[config.mk]
export PLATFORM = sky130hd
export DESIGN_NAME = ifeb_top
export DESIGN_NICKNAME = d
export VERILOG_FILES = /design/src/rtl/ifeb_pkg.sv /design/src/rtl/ifeb_req_if.sv /design/src/rtl/ifeb_gate.sv /design/src/rtl/ifeb_top.sv
export SDC_FILE = /design/constraint.sdc
export NUM_CORES = 1
export LEC_CHECK = 0
export BUFFER_PORTS_ARGS = -buffer_cell sky130_fd_sc_hd__buf_2
export CAP_MARGIN = 10
export CORE_AREA = 2 2 217 219
export CTS_CLUSTER_DIAMETER = 150
export DETAILED_ROUTE_END_ITERATION = 10
export DIE_AREA = 0 0 219 221
export GPL_TIMING_DRIVEN = 1
export HOLD_SLACK_MARGIN = 0.12
export PLACE_DENSITY = 0.49
export SYNTH_ARGS = -nofsm -noshare
export SYNTH_HDL_FRONTEND = slang
export SYNTH_SLANG_ARGS = --single-unit
[constraint.sdc]
create_clock -name CLK_SYS -period 20.9 [get_ports CLK_SYS]
set_clock_uncertainty 0.05 [all_clocks]
set_input_delay 1.045 -clock CLK_SYS [delete_from_list [all_inputs] [get_ports CLK_SYS]]
set_output_delay 1.045 -clock CLK_SYS [all_outputs]
set_load 0.01 [all_outputs]
[src/rtl/ifeb_pkg.sv]
// Package with the register map, field positions and widths of the interrupt flag and enable bank.
package ifeb_pkg;

  localparam int REG_W      = 16;
  localparam int ADDR_W     = 3;
  localparam int PRIO_W     = 3;
  localparam int PRIO_VEC_W = REG_W * PRIO_W;
  localparam int CHAN_N     = 5;

  // Register indices on the plain register port.
  localparam logic [ADDR_W-1:0] ADDR_FLAGS_FOUR   = 3'h0;
  localparam logic [ADDR_W-1:0] ADDR_FLAGS_FIVE   = 3'h1;
  localparam logic [ADDR_W-1:0] ADDR_ENABLES_ZERO = 3'h2;
  localparam logic [ADDR_W-1:0] ADDR_ENABLES_ONE  = 3'h3;
  localparam logic [ADDR_W-1:0] ADDR_ENABLES_TWO  = 3'h4;

  // Reset value of every flag and enable register.
  localparam logic [REG_W-1:0] RESET_VALUE = 16'h0000;
  localparam logic [PRIO_W-1:0] PRIO_OFF   = 3'h0;

  // Field positions, source flag register four and five.
  localparam int POS_CHARGE_TIME_UNIT_FLAG = 13;
  localparam int POS_VOLTAGE_DETECT_FLAG   = 8;
  localparam int POS_CHECKSUM_GEN_FLAG     = 3;
  localparam int POS_SERIAL2_ERROR_FLAG    = 2;
  localparam int POS_SERIAL1_ERROR_FLAG    = 1;
  localparam int POS_LOWPOWER_WAKE_FLAG    = 0;

  // Field positions, enable register zero.
  localparam int POS_NONVOLATILE_MEM_ENABLE    = 15;
  localparam int POS_CONVERTER_DONE_ENABLE     = 13;
  localparam int POS_SERIAL1_TRANSMIT_ENABLE   = 12;
  localparam int POS_SERIAL1_RECEIVE_ENABLE    = 11;
  localparam int POS_SYNC_SERIAL1_EVENT_ENABLE = 10;
  localparam int POS_SYNC_SERIAL1_FAULT_ENABLE = 9;
  localparam int POS_TIMER_THREE_ENABLE        = 8;
  localparam int POS_TIMER_TWO_ENABLE          = 7;
  localparam int POS_COMPARE_TWO_ENABLE        = 6;
  localparam int POS_CAPTURE_TWO_ENABLE        = 5;
  localparam int POS_TIMER_ONE_ENABLE          = 3;
  localparam int POS_COMPARE_ONE_ENABLE        = 2;
  localparam int POS_CAPTURE_ONE_ENABLE        = 1;
  localparam int POS_EXT_INPUT_ZERO_ENABLE     = 0;

  // Field positions, enable register one.
  localparam int POS_SERIAL2_TRANSMIT_ENABLE = 15;
  localparam int POS_SERIAL2_RECEIVE_ENABLE  = 14;
  localparam int POS_EXT_INPUT_TWO_ENABLE    = 13;
  localparam int POS_TIMER_FIVE_ENABLE       = 12;
  localparam int POS_TIMER_FOUR_ENABLE       = 11;
  localparam int POS_COMPARE_THREE_ENABLE    = 9;
  localparam int POS_EXT_INPUT_ONE_ENABLE    = 4;
  localparam int POS_PIN_CHANGE_ENABLE       = 3;
  localparam int POS_COMPARATOR_ENABLE       = 2;
  localparam int POS_TWOWIRE1_MASTER_ENABLE  = 1;
  localparam int POS_TWOWIRE1_SLAVE_ENABLE   = 0;

  // Field positions, enable register two.
  localparam int POS_CAPTURE_THREE_ENABLE     = 5;
  localparam int POS_SYNC_SERIAL2_EVENT_ENABLE = 1;
  localparam int POS_SYNC_SERIAL2_FAULT_ENABLE = 0;

  localparam logic [REG_W-1:0] ONE_BIT = 16'h0001;

  // Implemented bits; every other position reads zero and ignores writes.
  localparam logic [REG_W-1:0] MASK_FLAGS_FOUR = (ONE_BIT << POS_CHARGE_TIME_UNIT_FLAG)
    | (ONE_BIT << POS_VOLTAGE_DETECT_FLAG) | (ONE_BIT << POS_CHECKSUM_GEN_FLAG)
    | (ONE_BIT << POS_SERIAL2_ERROR_FLAG) | (ONE_BIT << POS_SERIAL1_ERROR_FLAG);
  localparam logic [REG_W-1:0] MASK_FLAGS_FIVE = ONE_BIT << POS_LOWPOWER_WAKE_FLAG;
  localparam logic [REG_W-1:0] MASK_ENABLES_ZERO = (ONE_BIT << POS_NONVOLATILE_MEM_ENABLE)
    | (ONE_BIT << POS_CONVERTER_DONE_ENABLE) | (ONE_BIT << POS_SERIAL1_TRANSMIT_ENABLE)
    | (ONE_BIT << POS_SERIAL1_RECEIVE_ENABLE) | (ONE_BIT << POS_SYNC_SERIAL1_EVENT_ENABLE)
    | (ONE_BIT << POS_SYNC_SERIAL1_FAULT_ENABLE) | (ONE_BIT << POS_TIMER_THREE_ENABLE)
    | (ONE_BIT << POS_TIMER_TWO_ENABLE) | (ONE_BIT << POS_COMPARE_TWO_ENABLE)
    | (ONE_BIT << POS_CAPTURE_TWO_ENABLE) | (ONE_BIT << POS_TIMER_ONE_ENABLE)
    | (ONE_BIT << POS_COMPARE_ONE_ENABLE) | (ONE_BIT << POS_CAPTURE_ONE_ENABLE)
    | (ONE_BIT << POS_EXT_INPUT_ZERO_ENABLE);
  localparam logic [REG_W-1:0] MASK_ENABLES_ONE = (ONE_BIT << POS_SERIAL2_TRANSMIT_ENABLE)
    | (ONE_BIT << POS_SERIAL2_RECEIVE_ENABLE) | (ONE_BIT << POS_EXT_INPUT_TWO_ENABLE)
    | (ONE_BIT << POS_TIMER_FIVE_ENABLE) | (ONE_BIT << POS_TIMER_FOUR_ENABLE)
    | (ONE_BIT << POS_COMPARE_THREE_ENABLE) | (ONE_BIT << POS_EXT_INPUT_ONE_ENABLE)
    | (ONE_BIT << POS_PIN_CHANGE_ENABLE) | (ONE_BIT << POS_COMPARATOR_ENABLE)
    | (ONE_BIT << POS_TWOWIRE1_MASTER_ENABLE) | (ONE_BIT << POS_TWOWIRE1_SLAVE_ENABLE);
  localparam logic [REG_W-1:0] MASK_ENABLES_TWO = (ONE_BIT << POS_CAPTURE_THREE_ENABLE)
    | (ONE_BIT << POS_SYNC_SERIAL2_EVENT_ENABLE) | (ONE_BIT << POS_SYNC_SERIAL2_FAULT_ENABLE);

endpackage

[src/rtl/ifeb_req_if.sv]
// Interface carrying one register's flags, enables and priorities to a request gate.
`timescale 1ns/1ps
`default_nettype none

interface ifeb_req_if;
  logic [ifeb_pkg::REG_W-1:0]      flags;
  logic [ifeb_pkg::REG_W-1:0]      enables;
  logic [ifeb_pkg::PRIO_VEC_W-1:0] prio;
  logic [ifeb_pkg::REG_W-1:0]      req;
  logic [ifeb_pkg::PRIO_W-1:0]     level;

  modport gate (input flags, input enables, input prio, output req, output level);
  modport owner (output flags, output enables, output prio, input req, input level);
endinterface

`default_nettype wire

[src/rtl/ifeb_gate.sv]
// Request gate: forwards flagged, enabled, non-zero priority sources of one register.
`timescale 1ns/1ps
`default_nettype none

module ifeb_gate (
  input wire logic clk,
  input wire logic rst,
  ifeb_req_if.gate port_bus
);
  import ifeb_pkg::*;

  typedef struct packed {
    logic [REG_W-1:0]  req;
    logic [PRIO_W-1:0] level;
  } ifeb_gate_state_t;

  ifeb_gate_state_t st;
  ifeb_gate_state_t next_st;
  logic [REG_W-1:0]  hit;
  logic [PRIO_W-1:0] code [REG_W];

  ////////////////////////////////////////////////////////////////////////////
  genvar i;
  for (i = 0; i < REG_W; i++) begin : g_bit
    assign hit[i]  = port_bus.flags[i] & port_bus.enables[i] & (port_bus.prio[i*PRIO_W +: PRIO_W] != PRIO_OFF);
    assign code[i] = hit[i] ? port_bus.prio[i*PRIO_W +: PRIO_W] : PRIO_OFF;

  end

  always_comb begin
    next_st     = st;
    next_st.req = hit;
    next_st.level = PRIO_OFF;
    for (int k = 0; k < REG_W; k++) begin
      if (code[k] > next_st.level) begin
        next_st.level = code[k];
      end
    end
  end

  always_ff @(posedge clk or posedge rst) begin
    if (rst) begin
      st <= '0;
    end else begin
      st <= next_st;
    end
  end

  assign port_bus.req   = st.req;
  assign port_bus.level = st.level;
endmodule // ifeb_gate

`default_nettype wire

[src/rtl/ifeb_top.sv]
// Interrupt flag registers four and five and enable registers zero to two, with request gating.
//
// Implementation choices: strobed register access and the placing of the registers.
`timescale 1ns/1ps
`default_nettype none

module ifeb_top (
  input  wire logic                               CLK_SYS,
  input  wire logic                               RST,
  input  wire logic [ifeb_pkg::ADDR_W-1:0]        REG_ADDR,
  input  wire logic [ifeb_pkg::REG_W-1:0]         REG_WDATA,
  input  wire logic                               REG_WR,
  input  wire logic                               REG_RD,
  output logic      [ifeb_pkg::REG_W-1:0]         REG_RDATA,
  input  wire logic [ifeb_pkg::REG_W-1:0]         SET_FLAGS_FOUR,
  input  wire logic [ifeb_pkg::REG_W-1:0]         SET_FLAGS_FIVE,
  input  wire logic [ifeb_pkg::REG_W-1:0]         FLAGS_ZERO_IN,
  input  wire logic [ifeb_pkg::REG_W-1:0]         FLAGS_ONE_IN,
  input  wire logic [ifeb_pkg::REG_W-1:0]         FLAGS_TWO_IN,
  input  wire logic [ifeb_pkg::REG_W-1:0]         ENABLES_FOUR_IN,
  input  wire logic [ifeb_pkg::REG_W-1:0]         ENABLES_FIVE_IN,
  input  wire logic [ifeb_pkg::PRIO_VEC_W-1:0]    PRIO_ZERO,
  input  wire logic [ifeb_pkg::PRIO_VEC_W-1:0]    PRIO_ONE,
  input  wire logic [ifeb_pkg::PRIO_VEC_W-1:0]    PRIO_TWO,
  input  wire logic [ifeb_pkg::PRIO_VEC_W-1:0]    PRIO_FOUR,
  input  wire logic [ifeb_pkg::PRIO_VEC_W-1:0]    PRIO_FIVE,
  output logic      [ifeb_pkg::REG_W-1:0]         FLAGS_FOUR,
  output logic      [ifeb_pkg::REG_W-1:0]         FLAGS_FIVE,
  output logic      [ifeb_pkg::REG_W-1:0]         ENABLES_ZERO,
  output logic      [ifeb_pkg::REG_W-1:0]         ENABLES_ONE,
  output logic      [ifeb_pkg::REG_W-1:0]         ENABLES_TWO,
  output logic      [ifeb_pkg::REG_W-1:0]         REQ_ZERO,
  output logic      [ifeb_pkg::REG_W-1:0]         REQ_ONE,
  output logic      [ifeb_pkg::REG_W-1:0]         REQ_TWO,
  output logic      [ifeb_pkg::REG_W-1:0]         REQ_FOUR,
  output logic      [ifeb_pkg::REG_W-1:0]         REQ_FIVE,
  output logic      [ifeb_pkg::PRIO_W-1:0]        REQ_LEVEL
);
  import ifeb_pkg::*;

  typedef struct packed {
    logic [REG_W-1:0]  flags_four;
    logic [REG_W-1:0]  flags_five;
    logic [REG_W-1:0]  enables_zero;
    logic [REG_W-1:0]  enables_one;
    logic [REG_W-1:0]  enables_two;
    logic [REG_W-1:0]  rdata;
    logic [PRIO_W-1:0] level;
  } ifeb_state_t;

  ifeb_state_t st;
  ifeb_state_t next_st;

  logic [REG_W-1:0]      chan_flags [CHAN_N];
  logic [REG_W-1:0]      chan_en    [CHAN_N];
  logic [PRIO_VEC_W-1:0] chan_prio  [CHAN_N];
  logic [REG_W-1:0]      chan_req   [CHAN_N];
  logic [PRIO_W-1:0]     chan_level [CHAN_N];

  ifeb_req_if chan [CHAN_N] ();

  ////////////////////////////////////////////////////////////////////////////
  // Channels 0 to 2 pair outside flags with local enables; 3 and 4 the reverse.
  // Outside flags are masked with the enable layout, which matches their own.
  assign chan_flags[0] = FLAGS_ZERO_IN & MASK_ENABLES_ZERO;
  assign chan_flags[1] = FLAGS_ONE_IN & MASK_ENABLES_ONE;
  assign chan_flags[2] = FLAGS_TWO_IN & MASK_ENABLES_TWO;
  assign chan_flags[3] = st.flags_four;
  assign chan_flags[4] = st.flags_five;
  assign chan_en[0]    = st.enables_zero;
  assign chan_en[1]    = st.enables_one;
  assign chan_en[2]    = st.enables_two;
  assign chan_en[3]    = ENABLES_FOUR_IN & MASK_FLAGS_FOUR;
  assign chan_en[4]    = ENABLES_FIVE_IN & MASK_FLAGS_FIVE;
  assign chan_prio[0]  = PRIO_ZERO;
  assign chan_prio[1]  = PRIO_ONE;
  assign chan_prio[2]  = PRIO_TWO;
  assign chan_prio[3]  = PRIO_FOUR;
  assign chan_prio[4]  = PRIO_FIVE;

  genvar c;
  for (c = 0; c < CHAN_N; c++) begin : g_chan
    assign chan[c].flags   = chan_flags[c];
    assign chan[c].enables = chan_en[c];
    assign chan[c].prio    = chan_prio[c];
    assign chan_req[c]     = chan[c].req;
    assign chan_level[c]   = chan[c].level;

    ifeb_gate u_gate (
      .clk      (CLK_SYS),
      .rst      (RST),
      .port_bus (chan[c].gate)
    );
  end

  ////////////////////////////////////////////////////////////////////////////
  always_comb begin
    next_st       = st;
    next_st.rdata = RESET_VALUE;

    if (REG_RD) begin
      unique case (REG_ADDR)
        ADDR_FLAGS_FOUR:   next_st.rdata = st.flags_four & MASK_FLAGS_FOUR;
        ADDR_FLAGS_FIVE:   next_st.rdata = st.flags_five & MASK_FLAGS_FIVE;
        ADDR_ENABLES_ZERO: next_st.rdata = st.enables_zero & MASK_ENABLES_ZERO;
        ADDR_ENABLES_ONE:  next_st.rdata = st.enables_one & MASK_ENABLES_ONE;
        ADDR_ENABLES_TWO:  next_st.rdata = st.enables_two & MASK_ENABLES_TWO;
        default:           next_st.rdata = RESET_VALUE;
      endcase
    end

    if (REG_WR) begin
      unique case (REG_ADDR)
        ADDR_FLAGS_FOUR:   next_st.flags_four   = REG_WDATA;
        ADDR_FLAGS_FIVE:   next_st.flags_five   = REG_WDATA;
        ADDR_ENABLES_ZERO: next_st.enables_zero = REG_WDATA;
        ADDR_ENABLES_ONE:  next_st.enables_one  = REG_WDATA;
        ADDR_ENABLES_TWO:  next_st.enables_two  = REG_WDATA;
        default:           next_st.flags_four   = st.flags_four;
      endcase
    end

    next_st.flags_four = next_st.flags_four | SET_FLAGS_FOUR;
    next_st.flags_five = next_st.flags_five | SET_FLAGS_FIVE;

    next_st.flags_four = next_st.flags_four & MASK_FLAGS_FOUR;
    next_st.flags_five = next_st.flags_five & MASK_FLAGS_FIVE;
    next_st.enables_zero = next_st.enables_zero & MASK_ENABLES_ZERO;
    next_st.enables_one = next_st.enables_one & MASK_ENABLES_ONE;
    next_st.enables_two = next_st.enables_two & MASK_ENABLES_TWO;

    next_st.level = PRIO_OFF;
    for (int k = 0; k < CHAN_N; k++) begin
      if (chan_level[k] > next_st.level) begin
        next_st.level = chan_level[k];
      end
    end
  end

  // All local flags and enables clear at reset; channels 3 and 4 can forward once hardware sets a flag under an outside enable.
  always_ff @(posedge CLK_SYS or posedge RST) begin
    if (RST) begin
      st <= '0;
    end else begin
      st <= next_st;
    end
  end

  ////////////////////////////////////////////////////////////////////////////
  assign REG_RDATA    = st.rdata;
  assign FLAGS_FOUR   = st.flags_four;
  assign FLAGS_FIVE   = st.flags_five;
  assign ENABLES_ZERO = st.enables_zero;
  assign ENABLES_ONE  = st.enables_one;
  assign ENABLES_TWO  = st.enables_two;
  assign REQ_ZERO     = chan_req[0];
  assign REQ_ONE      = chan_req[1];
  assign REQ_TWO      = chan_req[2];
  assign REQ_FOUR     = chan_req[3];
  assign REQ_FIVE     = chan_req[4];
  assign REQ_LEVEL    = st.level;
endmodule // ifeb_top

`default_nettype wire

==> run_summary.xml, run 1 <==
<?xml version="1.0" encoding="UTF-8"?>
<metrics>
  <group name="synth">
    <metric name="synth_enable_flop_cells" unit="">0</metric>
    <metric name="async_reset_ff_frac" unit="">1.00</metric>
    <metric name="post_synthesis_area_per_instance" unit="µm²">9.10</metric>
    <metric name="leading_post_synthesis_cells_by_cell_area" unit="">dfrtp_1 (29%), ha_1 (14%), buf_4 (7.9%), mux2_2 (6.2%), and3_1 (4.5%)</metric>
    <metric name="mapped_cells" unit="">965</metric>
    <metric name="synth.top_cell.area_share" unit="">0.291</metric>
    <metric name="synth_top_flop_cell" unit="">dfrtp_1</metric>
    <metric name="synth-seq-area-share" unit="">0.291</metric>
    <metric name="synthesis.area" unit="µm²">8780</metric>
    <metric name="yosysTopAreaCell" unit="">dfrtp_1</metric>
    <metric name="synth.ff_latch_count" unit="">102</metric>
    <metric name="synth_warnings" unit="">0</metric>
    <metric name="yosysUniqueCellTypes" unit="">58</metric>
  </group>
  <group name="cells_and_area">
    <metric name="leading_cell_type_in_the_layout_fill_and_taps_excluded" unit="">buf_2</metric>
    <metric name="finalCoreUtilization" unit="">0.233</metric>
    <metric name="layout.cells.most_common_list" unit="">buf_2 (251), dfrtp_1 (102), ha_1 (99), conb_1 (92), nand3_1 (69)</metric>
    <metric name="footprint_of_the_multi_input_gates" unit="µm²">5600</metric>
    <metric name="seq_area" unit="µm²">2550</metric>
    <metric name="n_fill_cell" unit="">5051</metric>
    <metric name="syn2layout_area_growth" unit="%">22.5</metric>
    <metric name="final_net_count" unit="">1697</metric>
    <metric name="final_layout_size_suffix_gt1_frac" unit="">0.274</metric>
  </group>
  <group name="setup_path">
    <metric name="data_arrival_time_of_the_critical_path" unit="ps">18600</metric>
    <metric name="critPathCaptureType" unit="">flip-flop</metric>
    <metric name="crit_path_top_delay_cell" unit="">o31ai_1</metric>
    <metric name="path_class" unit="">in2reg</metric>
    <metric name="crit_path_start_kind" unit="">input port</metric>
    <metric name="cp_common_cell" unit="">ha_1</metric>
    <metric name="critical_path_required" unit="ps">21090</metric>
    <metric name="critical_path_peak_fanout" unit="">7</metric>
    <metric name="cp_slowest_stage_delay" unit="ps">610</metric>
  </group>
  <group name="timing">
    <metric name="final-max-slew-violation-count" unit="">0</metric>
    <metric name="worst_slack" unit="ps">2480</metric>
    <metric name="timing_worst_slew_pin_value" unit="ps">851</metric>
    <metric name="setup_viol" unit="">0</metric>
    <metric name="min_clock_period_post_route" unit="ps">18420</metric>
    <metric name="slew_headroom" unit="">0.431</metric>
    <metric name="report.final.hold_viol_count" unit="">0</metric>
    <metric name="setup_repair_after_global_routing_missed_its_margin" unit="">false</metric>
    <metric name="timing.setup.tns" unit="ps">0</metric>
    <metric name="period_share" unit="">0.881</metric>
    <metric name="timing.hold.ws" unit="ps">492</metric>
    <metric name="clock.fmax" unit="MHz">54.3</metric>
  </group>
  <group name="cts">
    <metric name="hold_buffers" unit="">0</metric>
    <metric name="clk_pin_slew_worst_paths" unit="ps">80</metric>
    <metric name="clockBufferDepth" unit="">2</metric>
    <metric name="clk_latency" unit="ps">380</metric>
    <metric name="clock_tree.root_cell" unit="">clkbuf_16</metric>
    <metric name="tritoncts" unit="">yes</metric>
    <metric name="postCtsResizedCells" unit="">0</metric>
    <metric name="post_cts.repair.setup_buffers" unit="">0</metric>
    <metric name="clock_tree.htree_level_count" unit="">3</metric>
    <metric name="tritoncts_num_sinks" unit="">102</metric>
    <metric name="cts-buffers-inserted" unit="">9</metric>
  </group>
  <group name="floorplanning">
    <metric name="die_w" unit="µm">219</metric>
    <metric name="floorplan.io_pins" unit="">554</metric>
    <metric name="design.die.area" unit="µm²">48400</metric>
    <metric name="core-area" unit="µm²">46100</metric>
    <metric name="core.rowCount" unit="">79</metric>
    <metric name="die_h" unit="µm">221</metric>
    <metric name="initial_core_util" unit="">0.191</metric>
  </group>
  <group name="flow_run">
    <metric name="timing.max_cap.violations" unit="">0</metric>
  </group>
  <group name="detailed_routing">
    <metric name="drt-initial-drc-count" unit="">313</metric>
    <metric name="wire_per_inst" unit="µm">16.4</metric>
    <metric name="route.final.wire_length" unit="mm">30.1</metric>
    <metric name="route.detailed.drc" unit="">0</metric>
    <metric name="ant_nets" unit="">0</metric>
    <metric name="dr.pass1.iters" unit="">4</metric>
    <metric name="routed_via_density" unit="">4.36</metric>
    <metric name="num_vias" unit="">8017</metric>
  </group>
  <group name="global_routing">
    <metric name="grt_pass1_wl" unit="mm">44.9</metric>
    <metric name="grt.overflow.total" unit="">0</metric>
    <metric name="grt_start_max_net_pins" unit="">59</metric>
    <metric name="antenna_found_initial" unit="">9</metric>
    <metric name="grt_pass1_vias" unit="">7858</metric>
    <metric name="groute.usage.overall" unit="">0.123</metric>
  </group>
  <group name="placed_design">
    <metric name="dpl.hpwl" unit="mm">25.4</metric>
    <metric name="preCtsSetupSlack" unit="ps">2190</metric>
    <metric name="gp_congestion" unit="">0.821</metric>
    <metric name="place.port_buffers" unit="">251</metric>
  </group>
  <group name="outcome">
    <metric name="outcome" unit="">finished clean</metric>
  </group>
  <group name="worst_hold_path">
    <metric name="worst_hold_path_type" unit="">reg2reg</metric>
  </group>
</metrics>
==> worst max-delay path: cells and delay by family <==
kind	cells	cell delay (ps)
adder cells (fa/ha/maj)	13	3700
AND/OR/NAND/NOR	27	4540
buffers and inverters	6	520
AO/OA/AOI/OAI	36	8820
==> flip-flops by register name (all words and copies together) (netlist names) <==
signal                        flops
ENABLES_ONE                      11
ENABLES_TWO                       3
ENABLES_ZERO                     14
FLAGS_FIVE                        1
FLAGS_FOUR                        5
REG_RDATA                        16
REQ_LEVEL                         3
g_chan.u_gate.port_bus.level     15
g_chan.u_gate.port_bus.req       34
==> per-layer routing <==
layer / track usage / wire length (µm)
met4: 0.0248 / 409
met2: 0.199 / 13500
met1: 0.158 / 13900
met3: 0.0441 / 2290
met5: 0 / 39
==> final cells by class <==
type                    instances  area share
clock inverters                 6     0.00501
repair buffers                256       0.120
diodes                          5     0.00116
multi-input cells             787       0.521
flip-flops and latches        102       0.237
clock buffers                   9      0.0210
inverters                      67      0.0236
well taps                     607      0.0707
==> synth_stat cells, drive strengths merged, types with 22 or more instances <==
| cell type | number |
|---|---|
| dfrtp | 102 |
| mux2i | 24 |
| and3 | 66 |
| a31oi | 26 |
| nor2 | 42 |
| ha | 99 |
| inv | 67 |
| nand3 | 69 |
| o311a | 34 |
| a21o | 22 |
| o21ai | 32 |
| a21oi | 54 |
| buf | 93 |
| nand2 | 41 |
| mux2 | 50 |
==> cell families (layout without fill, tap and decap cells) <==
group,count (synthesis),in the layout,synth area share
simple gates,284,284,0.172
compound gates,238,238,0.191
buf+inv,167,338,0.111
flops,102,102,0.291
fa+ha+maj,99,99,0.141
mux,74,74,0.0938
other cells,1,97,0.000427
==> through the flow <==
step / instance area, µm² / instances
CTS: 10700 / 1834
floorplan: 9120 / 1056
finish: 10700 / 1839
global route: 10700 / 1836
detailed placement: 10500 / 1819
global placement: 10500 / 1819
==> path summary, 6_finish.rpt <==
path                                                                   start                                           end  slack, ps  depth (start not counted)
max in group asynchronous                                                RST                        REG_RDATA[7]$_DFF_PP0_      18830                          3
worst max-delay path                                            PRIO_ZERO[5]  g_chan[0].u_gate.port_bus.level[2]$_DFF_PP0_       2480                         82
worst min-delay path            g_chan[4].u_gate.port_bus.level[1]$_DFF_PP0_                        REQ_LEVEL[1]$_DFF_PP0_        490                          2
worst max register to register                   ENABLES_ZERO[0]$_DFFE_PP0P_  g_chan[0].u_gate.port_bus.level[2]$_DFF_PP0_       2780                         82
min in group asynchronous                                                RST   g_chan[1].u_gate.port_bus.req[15]$_DFF_PP0_        700                          2
worst min register to register  g_chan[4].u_gate.port_bus.level[1]$_DFF_PP0_                        REQ_LEVEL[1]$_DFF_PP0_        490                          2
Power of run 1 is not shown: default switching activity piles up to over one toggle a cycle in this logic, so the estimate is an artifact.
==> run 2, diff against run 1 <==
--- a/config.mk
+++ b/config.mk
@@ -14,6 +14,7 @@
 export GPL_TIMING_DRIVEN = 1
 export HOLD_SLACK_MARGIN = 0.12
 export PLACE_DENSITY = 0.49
+export REMOVE_ABC_BUFFERS = 1
 export SYNTH_ARGS = -nofsm -noshare
 export SYNTH_HDL_FRONTEND = slang
 export SYNTH_SLANG_ARGS = --single-unit
==> run 2 against run 1 <==
  * Maximum frequency down 0.77%
  * Via count down 0.19%
  * Critical path depth is 1 higher
==> run_summary.xml, run 2 (synthesis results as in run 1) <==
<?xml version="1.0" encoding="UTF-8"?>
<metrics>
  <group name="outcome">
    <metric name="outcome" unit="">finished clean</metric>
  </group>
  <group name="detailed_routing">
    <metric name="ant_nets" unit="">0</metric>
    <metric name="route.detailed.drc" unit="">0</metric>
    <metric name="num_vias" unit="">8002</metric>
    <metric name="routed_via_density" unit="">4.35</metric>
    <metric name="dr.pass1.iters" unit="">5</metric>
    <metric name="route.final.wire_length" unit="mm">30.0</metric>
    <metric name="wire_per_inst" unit="µm">16.3</metric>
    <metric name="drt-initial-drc-count" unit="">300</metric>
  </group>
  <group name="cells_and_area">
    <metric name="final_net_count" unit="">1695</metric>
    <metric name="syn2layout_area_growth" unit="%">22.8</metric>
    <metric name="leading_cell_type_in_the_layout_fill_and_taps_excluded" unit="">buf_2</metric>
    <metric name="largest_register_ffs" unit="">34</metric>
    <metric name="layout.cells.most_common_list" unit="">buf_2 (251), dfrtp_1 (102), ha_1 (99), conb_1 (92), nand3_1 (69)</metric>
    <metric name="final_layout_size_suffix_gt1_frac" unit="">0.273</metric>
  </group>
  <group name="floorplanning">
    <metric name="initial_core_util" unit="">0.191</metric>
    <metric name="core.rowCount" unit="">79</metric>
    <metric name="floorplan.io_pins" unit="">554</metric>
    <metric name="design.die.area" unit="µm²">48400</metric>
    <metric name="die_h" unit="µm">221</metric>
    <metric name="die_w" unit="µm">219</metric>
    <metric name="core-area" unit="µm²">46100</metric>
  </group>
  <group name="placed_design">
    <metric name="dpl.hpwl" unit="mm">25.0</metric>
    <metric name="place.port_buffers" unit="">251</metric>
    <metric name="gp_congestion" unit="">0.786</metric>
  </group>
  <group name="timing">
    <metric name="clock.fmax" unit="MHz">53.9</metric>
    <metric name="final-max-slew-violation-count" unit="">0</metric>
    <metric name="setup_repair_after_global_routing_missed_its_margin" unit="">false</metric>
    <metric name="setup_viol" unit="">0</metric>
    <metric name="period_share" unit="">0.888</metric>
    <metric name="report.final.hold_viol_count" unit="">0</metric>
    <metric name="min_clock_period_post_route" unit="ps">18560</metric>
    <metric name="timing_worst_slew_pin_value" unit="ps">1040</metric>
    <metric name="timing.setup.tns" unit="ps">0</metric>
    <metric name="slew_headroom" unit="">0.308</metric>
  </group>
  <group name="worst_hold_path">
    <metric name="timing.hold.worst_path_depth" unit="">1</metric>
    <metric name="worst_hold_path_type" unit="">reg2reg</metric>
    <metric name="hp-start" unit="">g_chan[4].u_gate.port_bus.level[0]$_DFF_PP0_</metric>
    <metric name="worstHoldEndpoint" unit="">REQ_LEVEL[0]$_DFF_PP0_</metric>
  </group>
  <group name="cts">
    <metric name="clk_latency" unit="ps">380</metric>
    <metric name="cts-buffers-inserted" unit="">9</metric>
    <metric name="hold_buffers" unit="">0</metric>
    <metric name="postCtsResizedCells" unit="">0</metric>
    <metric name="post_cts.repair.setup_buffers" unit="">0</metric>
    <metric name="tritoncts" unit="">yes</metric>
    <metric name="clock_tree.htree_level_count" unit="">3</metric>
    <metric name="clockBufferDepth" unit="">2</metric>
    <metric name="tritoncts_num_sinks" unit="">102</metric>
    <metric name="clock_tree.root_cell" unit="">clkbuf_16</metric>
    <metric name="clk_pin_slew_worst_paths" unit="ps">80</metric>
  </group>
  <group name="setup_path">
    <metric name="regToRegEndpoint" unit="">g_chan[0].u_gate.port_bus.level[2]$_DFF_PP0_</metric>
    <metric name="worstReg2RegStart" unit="">ENABLES_ZERO[0]$_DFFE_PP0P_</metric>
    <metric name="critical_path_peak_fanout" unit="">7</metric>
    <metric name="crit_path_top_delay_cell" unit="">o31ai_1</metric>
    <metric name="critical_path_required" unit="ps">21080</metric>
    <metric name="path_class" unit="">in2reg</metric>
    <metric name="crit_path_start_kind" unit="">input port</metric>
    <metric name="reg2reg_setup_slack" unit="ps">2580</metric>
    <metric name="cp_slowest_stage_delay" unit="ps">700</metric>
    <metric name="cp_common_cell" unit="">ha_1</metric>
    <metric name="data_arrival_time_of_the_critical_path" unit="ps">18740</metric>
    <metric name="critPathCaptureType" unit="">flip-flop</metric>
    <metric name="ff2ff_path_depth" unit="">82</metric>
  </group>
  <group name="global_routing">
    <metric name="grt.overflow.total" unit="">0</metric>
    <metric name="groute.usage.overall" unit="">0.123</metric>
    <metric name="grt_start_max_net_pins" unit="">63</metric>
    <metric name="grt_pass1_vias" unit="">7927</metric>
    <metric name="antenna_found_initial" unit="">9</metric>
    <metric name="grt_pass1_wl" unit="mm">44.7</metric>
  </group>
  <group name="flow_run">
    <metric name="timing.max_cap.violations" unit="">0</metric>
  </group>
</metrics>
[run 2: critical path: cells and delay by family]
kind	cells	cell delay (ps)
buffers and inverters	7	570
adder cells (fa/ha/maj)	13	3650
AO/OA/AOI/OAI	36	8970
AND/OR/NAND/NOR	27	4440
[run 2: layer usage]
metal | up-vias | GRT usage | part of all wire
li1 | 3944 | - | -
met1 | 3770 | 0.156 | 0.46
met2 | 257 | 0.197 | 0.44
met3 | 25 | 0.0434 | 0.078
met4 | 6 | 0.0290 | 0.019
met5 | - | 0 | 0.0012
[run 2: worst max path at each step]
stage,start,to,cells past startpoint
6_report,FLAGS_ZERO_IN[0],g_chan[0].u_gate.port_bus.level[2]$_DFF_PP0_,83
2_1_floorplan,PRIO_ZERO[5],g_chan[0].u_gate.port_bus.level[2]$_DFF_PP0_,80
3_5_place_dp,FLAGS_ZERO_IN[0],g_chan[0].u_gate.port_bus.level[2]$_DFF_PP0_,82
4_1_cts,FLAGS_ZERO_IN[0],g_chan[0].u_gate.port_bus.level[2]$_DFF_PP0_,82
3_3_place_gp,FLAGS_ZERO_IN[0],g_chan[0].u_gate.port_bus.level[2]$_DFF_PP0_,82
5_1_grt,FLAGS_ZERO_IN[0],g_chan[0].u_gate.port_bus.level[2]$_DFF_PP0_,82
[run 2: area by class of cell]
type / instances / area (µm²)
sequential: 102 / 2550
inverter: 67 / 254
antenna: 8 / 20.0
clock buffer: 9 / 225
clock inverter: 7 / 91.3
timing repair buffer: 254 / 1280
tap: 607 / 759
fill: 5078 / 35300
multi-input combinational: 787 / 5600
[run 2: stage by stage]
stage	area, µm²	worst slack, ps	std cells	util	hold WS, ps
final	10800	2340	1841	0.234	476
after global routing	10800	738	1835	0.234	498
after CTS	10800	2380	1833	0.234	480
after detailed placement	10400	2110	1817	0.227	459
after global placement	10400	2360	1817	0.227	471
after floorplan	8400	5240	956	-	429
Power of run 2 is left out for the same reason.
==> run 3, diff against run 2 <==
--- a/config.mk
+++ b/config.mk
@@ -5,12 +5,13 @@
 export SDC_FILE = /design/constraint.sdc
 export NUM_CORES = 1
 export LEC_CHECK = 0
+export ABC_AREA = 1
 export BUFFER_PORTS_ARGS = -buffer_cell sky130_fd_sc_hd__buf_2
 export CAP_MARGIN = 10
-export CORE_AREA = 2 2 217 219
+export CORE_AREA = 2 2 218 220
 export CTS_CLUSTER_DIAMETER = 150
 export DETAILED_ROUTE_END_ITERATION = 10
-export DIE_AREA = 0 0 219 221
+export DIE_AREA = 0 0 220 222
 export GPL_TIMING_DRIVEN = 1
 export HOLD_SLACK_MARGIN = 0.12
 export PLACE_DENSITY = 0.49
==> run 3 against run 2 <==
  * Clock-buffer cell count stayed put
  * Critical endpoint is now g_chan[0].u_gate.port_bus.level[0]$_DFF_PP0_
  * Core utilization barely moved
  * Synthesized area increased by 1.1%
  * Hold slack better by 19 ps
  * Routed wire length is 2.5% higher
==> run_summary.xml, run 3 <==
<?xml version="1.0" encoding="UTF-8"?>
<metrics>
  <group name="setup_path">
    <metric name="critPathCaptureType" unit="">flip-flop</metric>
    <metric name="critical_path_peak_fanout" unit="">6</metric>
    <metric name="worstReg2RegStart" unit="">ENABLES_ZERO[1]$_DFFE_PP0P_</metric>
    <metric name="path_class" unit="">in2reg</metric>
    <metric name="crit_path_start_kind" unit="">input port</metric>
    <metric name="cp_common_cell" unit="">nand2_1</metric>
    <metric name="cp_slowest_stage_delay" unit="ps">350</metric>
    <metric name="crit_path_top_delay_cell" unit="">o21ai_0</metric>
    <metric name="regToRegEndpoint" unit="">g_chan[0].u_gate.port_bus.level[0]$_DFF_PP0_</metric>
    <metric name="data_arrival_time_of_the_critical_path" unit="ps">15110</metric>
    <metric name="critical_path_required" unit="ps">21120</metric>
    <metric name="reg2reg_setup_slack" unit="ps">6200</metric>
    <metric name="ff2ff_path_depth" unit="">102</metric>
  </group>
  <group name="floorplanning">
    <metric name="die_h" unit="µm">222</metric>
    <metric name="floorplan.io_pins" unit="">554</metric>
    <metric name="core.rowCount" unit="">79</metric>
    <metric name="die_w" unit="µm">220</metric>
    <metric name="initial_core_util" unit="">0.192</metric>
    <metric name="core-area" unit="µm²">46300</metric>
    <metric name="design.die.area" unit="µm²">48800</metric>
  </group>
  <group name="synth">
    <metric name="synthesis.area" unit="µm²">8870</metric>
    <metric name="synthMostInstantiatedCell" unit="">nand2_1</metric>
    <metric name="yosysUniqueCellTypes" unit="">44</metric>
    <metric name="mapped_cells" unit="">1235</metric>
    <metric name="synth.ff_latch_count" unit="">102</metric>
    <metric name="post_synthesis_area_per_instance" unit="µm²">7.18</metric>
    <metric name="synth_top_cells_by_count" unit="">nand2_1 (263), inv_1 (194), nor2_1 (120)</metric>
    <metric name="yosysTopAreaCell" unit="">dfrtp_1</metric>
    <metric name="synth-seq-area-share" unit="">0.288</metric>
    <metric name="leading_post_synthesis_cells_by_cell_area" unit="">dfrtp_1 (29%), ha_1 (14%), nand2_1 (11%), inv_1 (8.2%), buf_4 (7.8%)</metric>
    <metric name="async_reset_ff_frac" unit="">1.00</metric>
    <metric name="synth_warnings" unit="">0</metric>
    <metric name="synth_top_flop_cell" unit="">dfrtp_1</metric>
    <metric name="synth_enable_flop_cells" unit="">0</metric>
    <metric name="synth.top_cell.area_share" unit="">0.288</metric>
  </group>
  <group name="cells_and_area">
    <metric name="largest_register_ffs" unit="">34</metric>
    <metric name="syn2layout_area_growth" unit="%">22.0</metric>
    <metric name="final_net_count" unit="">1965</metric>
    <metric name="n_fill_cell" unit="">5208</metric>
    <metric name="leading_cell_type_in_the_layout_fill_and_taps_excluded" unit="">nand2_1</metric>
    <metric name="final_layout_size_suffix_gt1_frac" unit="">0.230</metric>
    <metric name="finalCoreUtilization" unit="">0.234</metric>
    <metric name="layout.cells.most_common_list" unit="">nand2_1 (263), buf_2 (251), inv_1 (193), nor2_1 (120), dfrtp_1 (102)</metric>
  </group>
  <group name="global_routing">
    <metric name="groute.usage.overall" unit="">0.126</metric>
    <metric name="antenna_found_initial" unit="">7</metric>
    <metric name="grt.overflow.total" unit="">0</metric>
    <metric name="grt_start_max_net_pins" unit="">55</metric>
    <metric name="grt_pass1_vias" unit="">8389</metric>
    <metric name="grt_pass1_wl" unit="mm">46.1</metric>
  </group>
  <group name="placed_design">
    <metric name="place.port_buffers" unit="">251</metric>
    <metric name="gp_congestion" unit="">0.810</metric>
    <metric name="dpl.hpwl" unit="mm">26.0</metric>
  </group>
  <group name="detailed_routing">
    <metric name="wire_per_inst" unit="µm">14.6</metric>
    <metric name="route.final.wire_length" unit="mm">30.8</metric>
    <metric name="num_vias" unit="">8568</metric>
    <metric name="drt-initial-drc-count" unit="">411</metric>
    <metric name="ant_nets" unit="">0</metric>
    <metric name="routed_via_density" unit="">4.07</metric>
    <metric name="dr.pass1.iters" unit="">5</metric>
    <metric name="route.detailed.drc" unit="">0</metric>
  </group>
  <group name="cts">
    <metric name="tritoncts_num_sinks" unit="">102</metric>
    <metric name="clock_tree.htree_level_count" unit="">3</metric>
    <metric name="post_cts.repair.setup_buffers" unit="">0</metric>
    <metric name="clk_latency" unit="ps">390</metric>
    <metric name="postCtsResizedCells" unit="">0</metric>
    <metric name="hold_buffers" unit="">0</metric>
    <metric name="clockBufferDepth" unit="">2</metric>
    <metric name="tritoncts" unit="">yes</metric>
    <metric name="clk_pin_slew_worst_paths" unit="ps">80</metric>
    <metric name="clock_tree.root_cell" unit="">clkbuf_16</metric>
    <metric name="cts-buffers-inserted" unit="">9</metric>
  </group>
  <group name="worst_hold_path">
    <metric name="timing.hold.worst_path_depth" unit="">2</metric>
    <metric name="worst_hold_path_type" unit="">reg2reg</metric>
    <metric name="hp-start" unit="">ENABLES_ONE[9]$_DFFE_PP0P_</metric>
    <metric name="worstHoldEndpoint" unit="">ENABLES_ONE[9]$_DFFE_PP0P_</metric>
  </group>
  <group name="timing">
    <metric name="timing_worst_slew_pin_value" unit="ps">996</metric>
    <metric name="clock.fmax" unit="MHz">67.1</metric>
    <metric name="setup_viol" unit="">0</metric>
    <metric name="min_clock_period_post_route" unit="ps">14890</metric>
    <metric name="slew_headroom" unit="">0.335</metric>
    <metric name="report.final.hold_viol_count" unit="">0</metric>
    <metric name="period_share" unit="">0.713</metric>
    <metric name="timing.setup.tns" unit="ps">0</metric>
    <metric name="setup_repair_after_global_routing_missed_its_margin" unit="">false</metric>
    <metric name="final-max-slew-violation-count" unit="">0</metric>
  </group>
  <group name="outcome">
    <metric name="outcome" unit="">finished clean</metric>
  </group>
  <group name="flow_run">
    <metric name="timing.max_cap.violations" unit="">0</metric>
  </group>
</metrics>
run 3: changes by cell type after synthesis, moves of 11 or more:
cell,before,now
a21o_1,21,0
mux2i_1,23,0
mux2_2,48,5
o311a_1,34,0
o21ai_0,30,88
nand3_2,0,22
inv_1,67,194
nor2b_1,20,0
and3_1,63,0
nand2_2,0,18
nand2_1,41,263
nor2_1,42,120
nand3_1,69,58
a211oi_1,14,0
run 3: layer usage:
| layer | GRT usage | wire length (µm) | share of wire | vias to the layer above |
|---|---|---|---|---|
| met5 | 0 | 48 | 0.0016 | - |
| met3 | 0.0365 | 2180 | 0.071 | 33 |
| li1 | - | - | - | 4344 |
| met2 | 0.200 | 13500 | 0.44 | 272 |
| met4 | 0.0312 | 516 | 0.017 | 8 |
| met1 | 0.167 | 14500 | 0.47 | 3911 |
run 3: stage by stage:
stage | hold slack (ps) | cell area [µm²] | instances | setup slack, ps
after floorplan | 452 | 8500 | 1227 | 8000
after global placement | 477 | 10500 | 2087 | 6220
after detailed placement | 483 | 10500 | 2087 | 5850
after CTS | 503 | 10800 | 2103 | 6230
after global routing | 537 | 10800 | 2103 | 4650
final | 495 | 10800 | 2105 | 6010
run 3: layout make-up:
| cell class | instances | area [µm²] | area share |
|---|---|---|---|
| Antenna cell | 2 | 5.00 | 0.000462 |
| Tap cell | 607 | 759 | 0.0702 |
| Inverter | 197 | 742 | 0.0686 |
| Timing Repair Buffer | 253 | 1270 | 0.117 |
| Multi-Input combinational cell | 928 | 5200 | 0.481 |
| Sequential cell | 102 | 2550 | 0.236 |
| Clock buffer | 9 | 225 | 0.0208 |
| Clock inverter | 7 | 62.6 | 0.00578 |
run 3: logic make-up after synthesis:
kind of cell | Yosys count | synth area share
buf+inv | 296 | 0.164
other cells | 1 | 0.000423
simple gates | 510 | 0.254
mux | 5 | 0.00635
fa+ha+maj | 99 | 0.140
compound gates | 222 | 0.148
flops | 102 | 0.288
run 3: worst max-delay path by stage:
stage | slack [ps] | end | start | cells after the start
finish | 6010 | g_chan[0].u_gate.port_bus.level[0]$_DFF_PP0_ | FLAGS_ZERO_IN[1] | 103
global route | 4650 | g_chan[0].u_gate.port_bus.level[0]$_DFF_PP0_ | FLAGS_ZERO_IN[1] | 104
CTS | 6230 | g_chan[0].u_gate.port_bus.level[0]$_DFF_PP0_ | FLAGS_ZERO_IN[1] | 103
detailed placement | 5850 | g_chan[0].u_gate.port_bus.level[0]$_DFF_PP0_ | FLAGS_ZERO_IN[1] | 104
global placement | 6220 | g_chan[0].u_gate.port_bus.level[0]$_DFF_PP0_ | FLAGS_ZERO_IN[0] | 104
floorplan | 8000 | g_chan[0].u_gate.port_bus.level[2]$_DFF_PP0_ | FLAGS_ZERO_IN[0] | 104
run 3: worst max-delay path, delay by kind of cell:
kind,cells,cell delay (ps)
adders and majority gates,13,3750
buffers and inverters,21,1920
AOI/OAI and AO/OA,19,2930
and+or+nand+nor,50,5410
Power of run 3 is left out for the same reason.
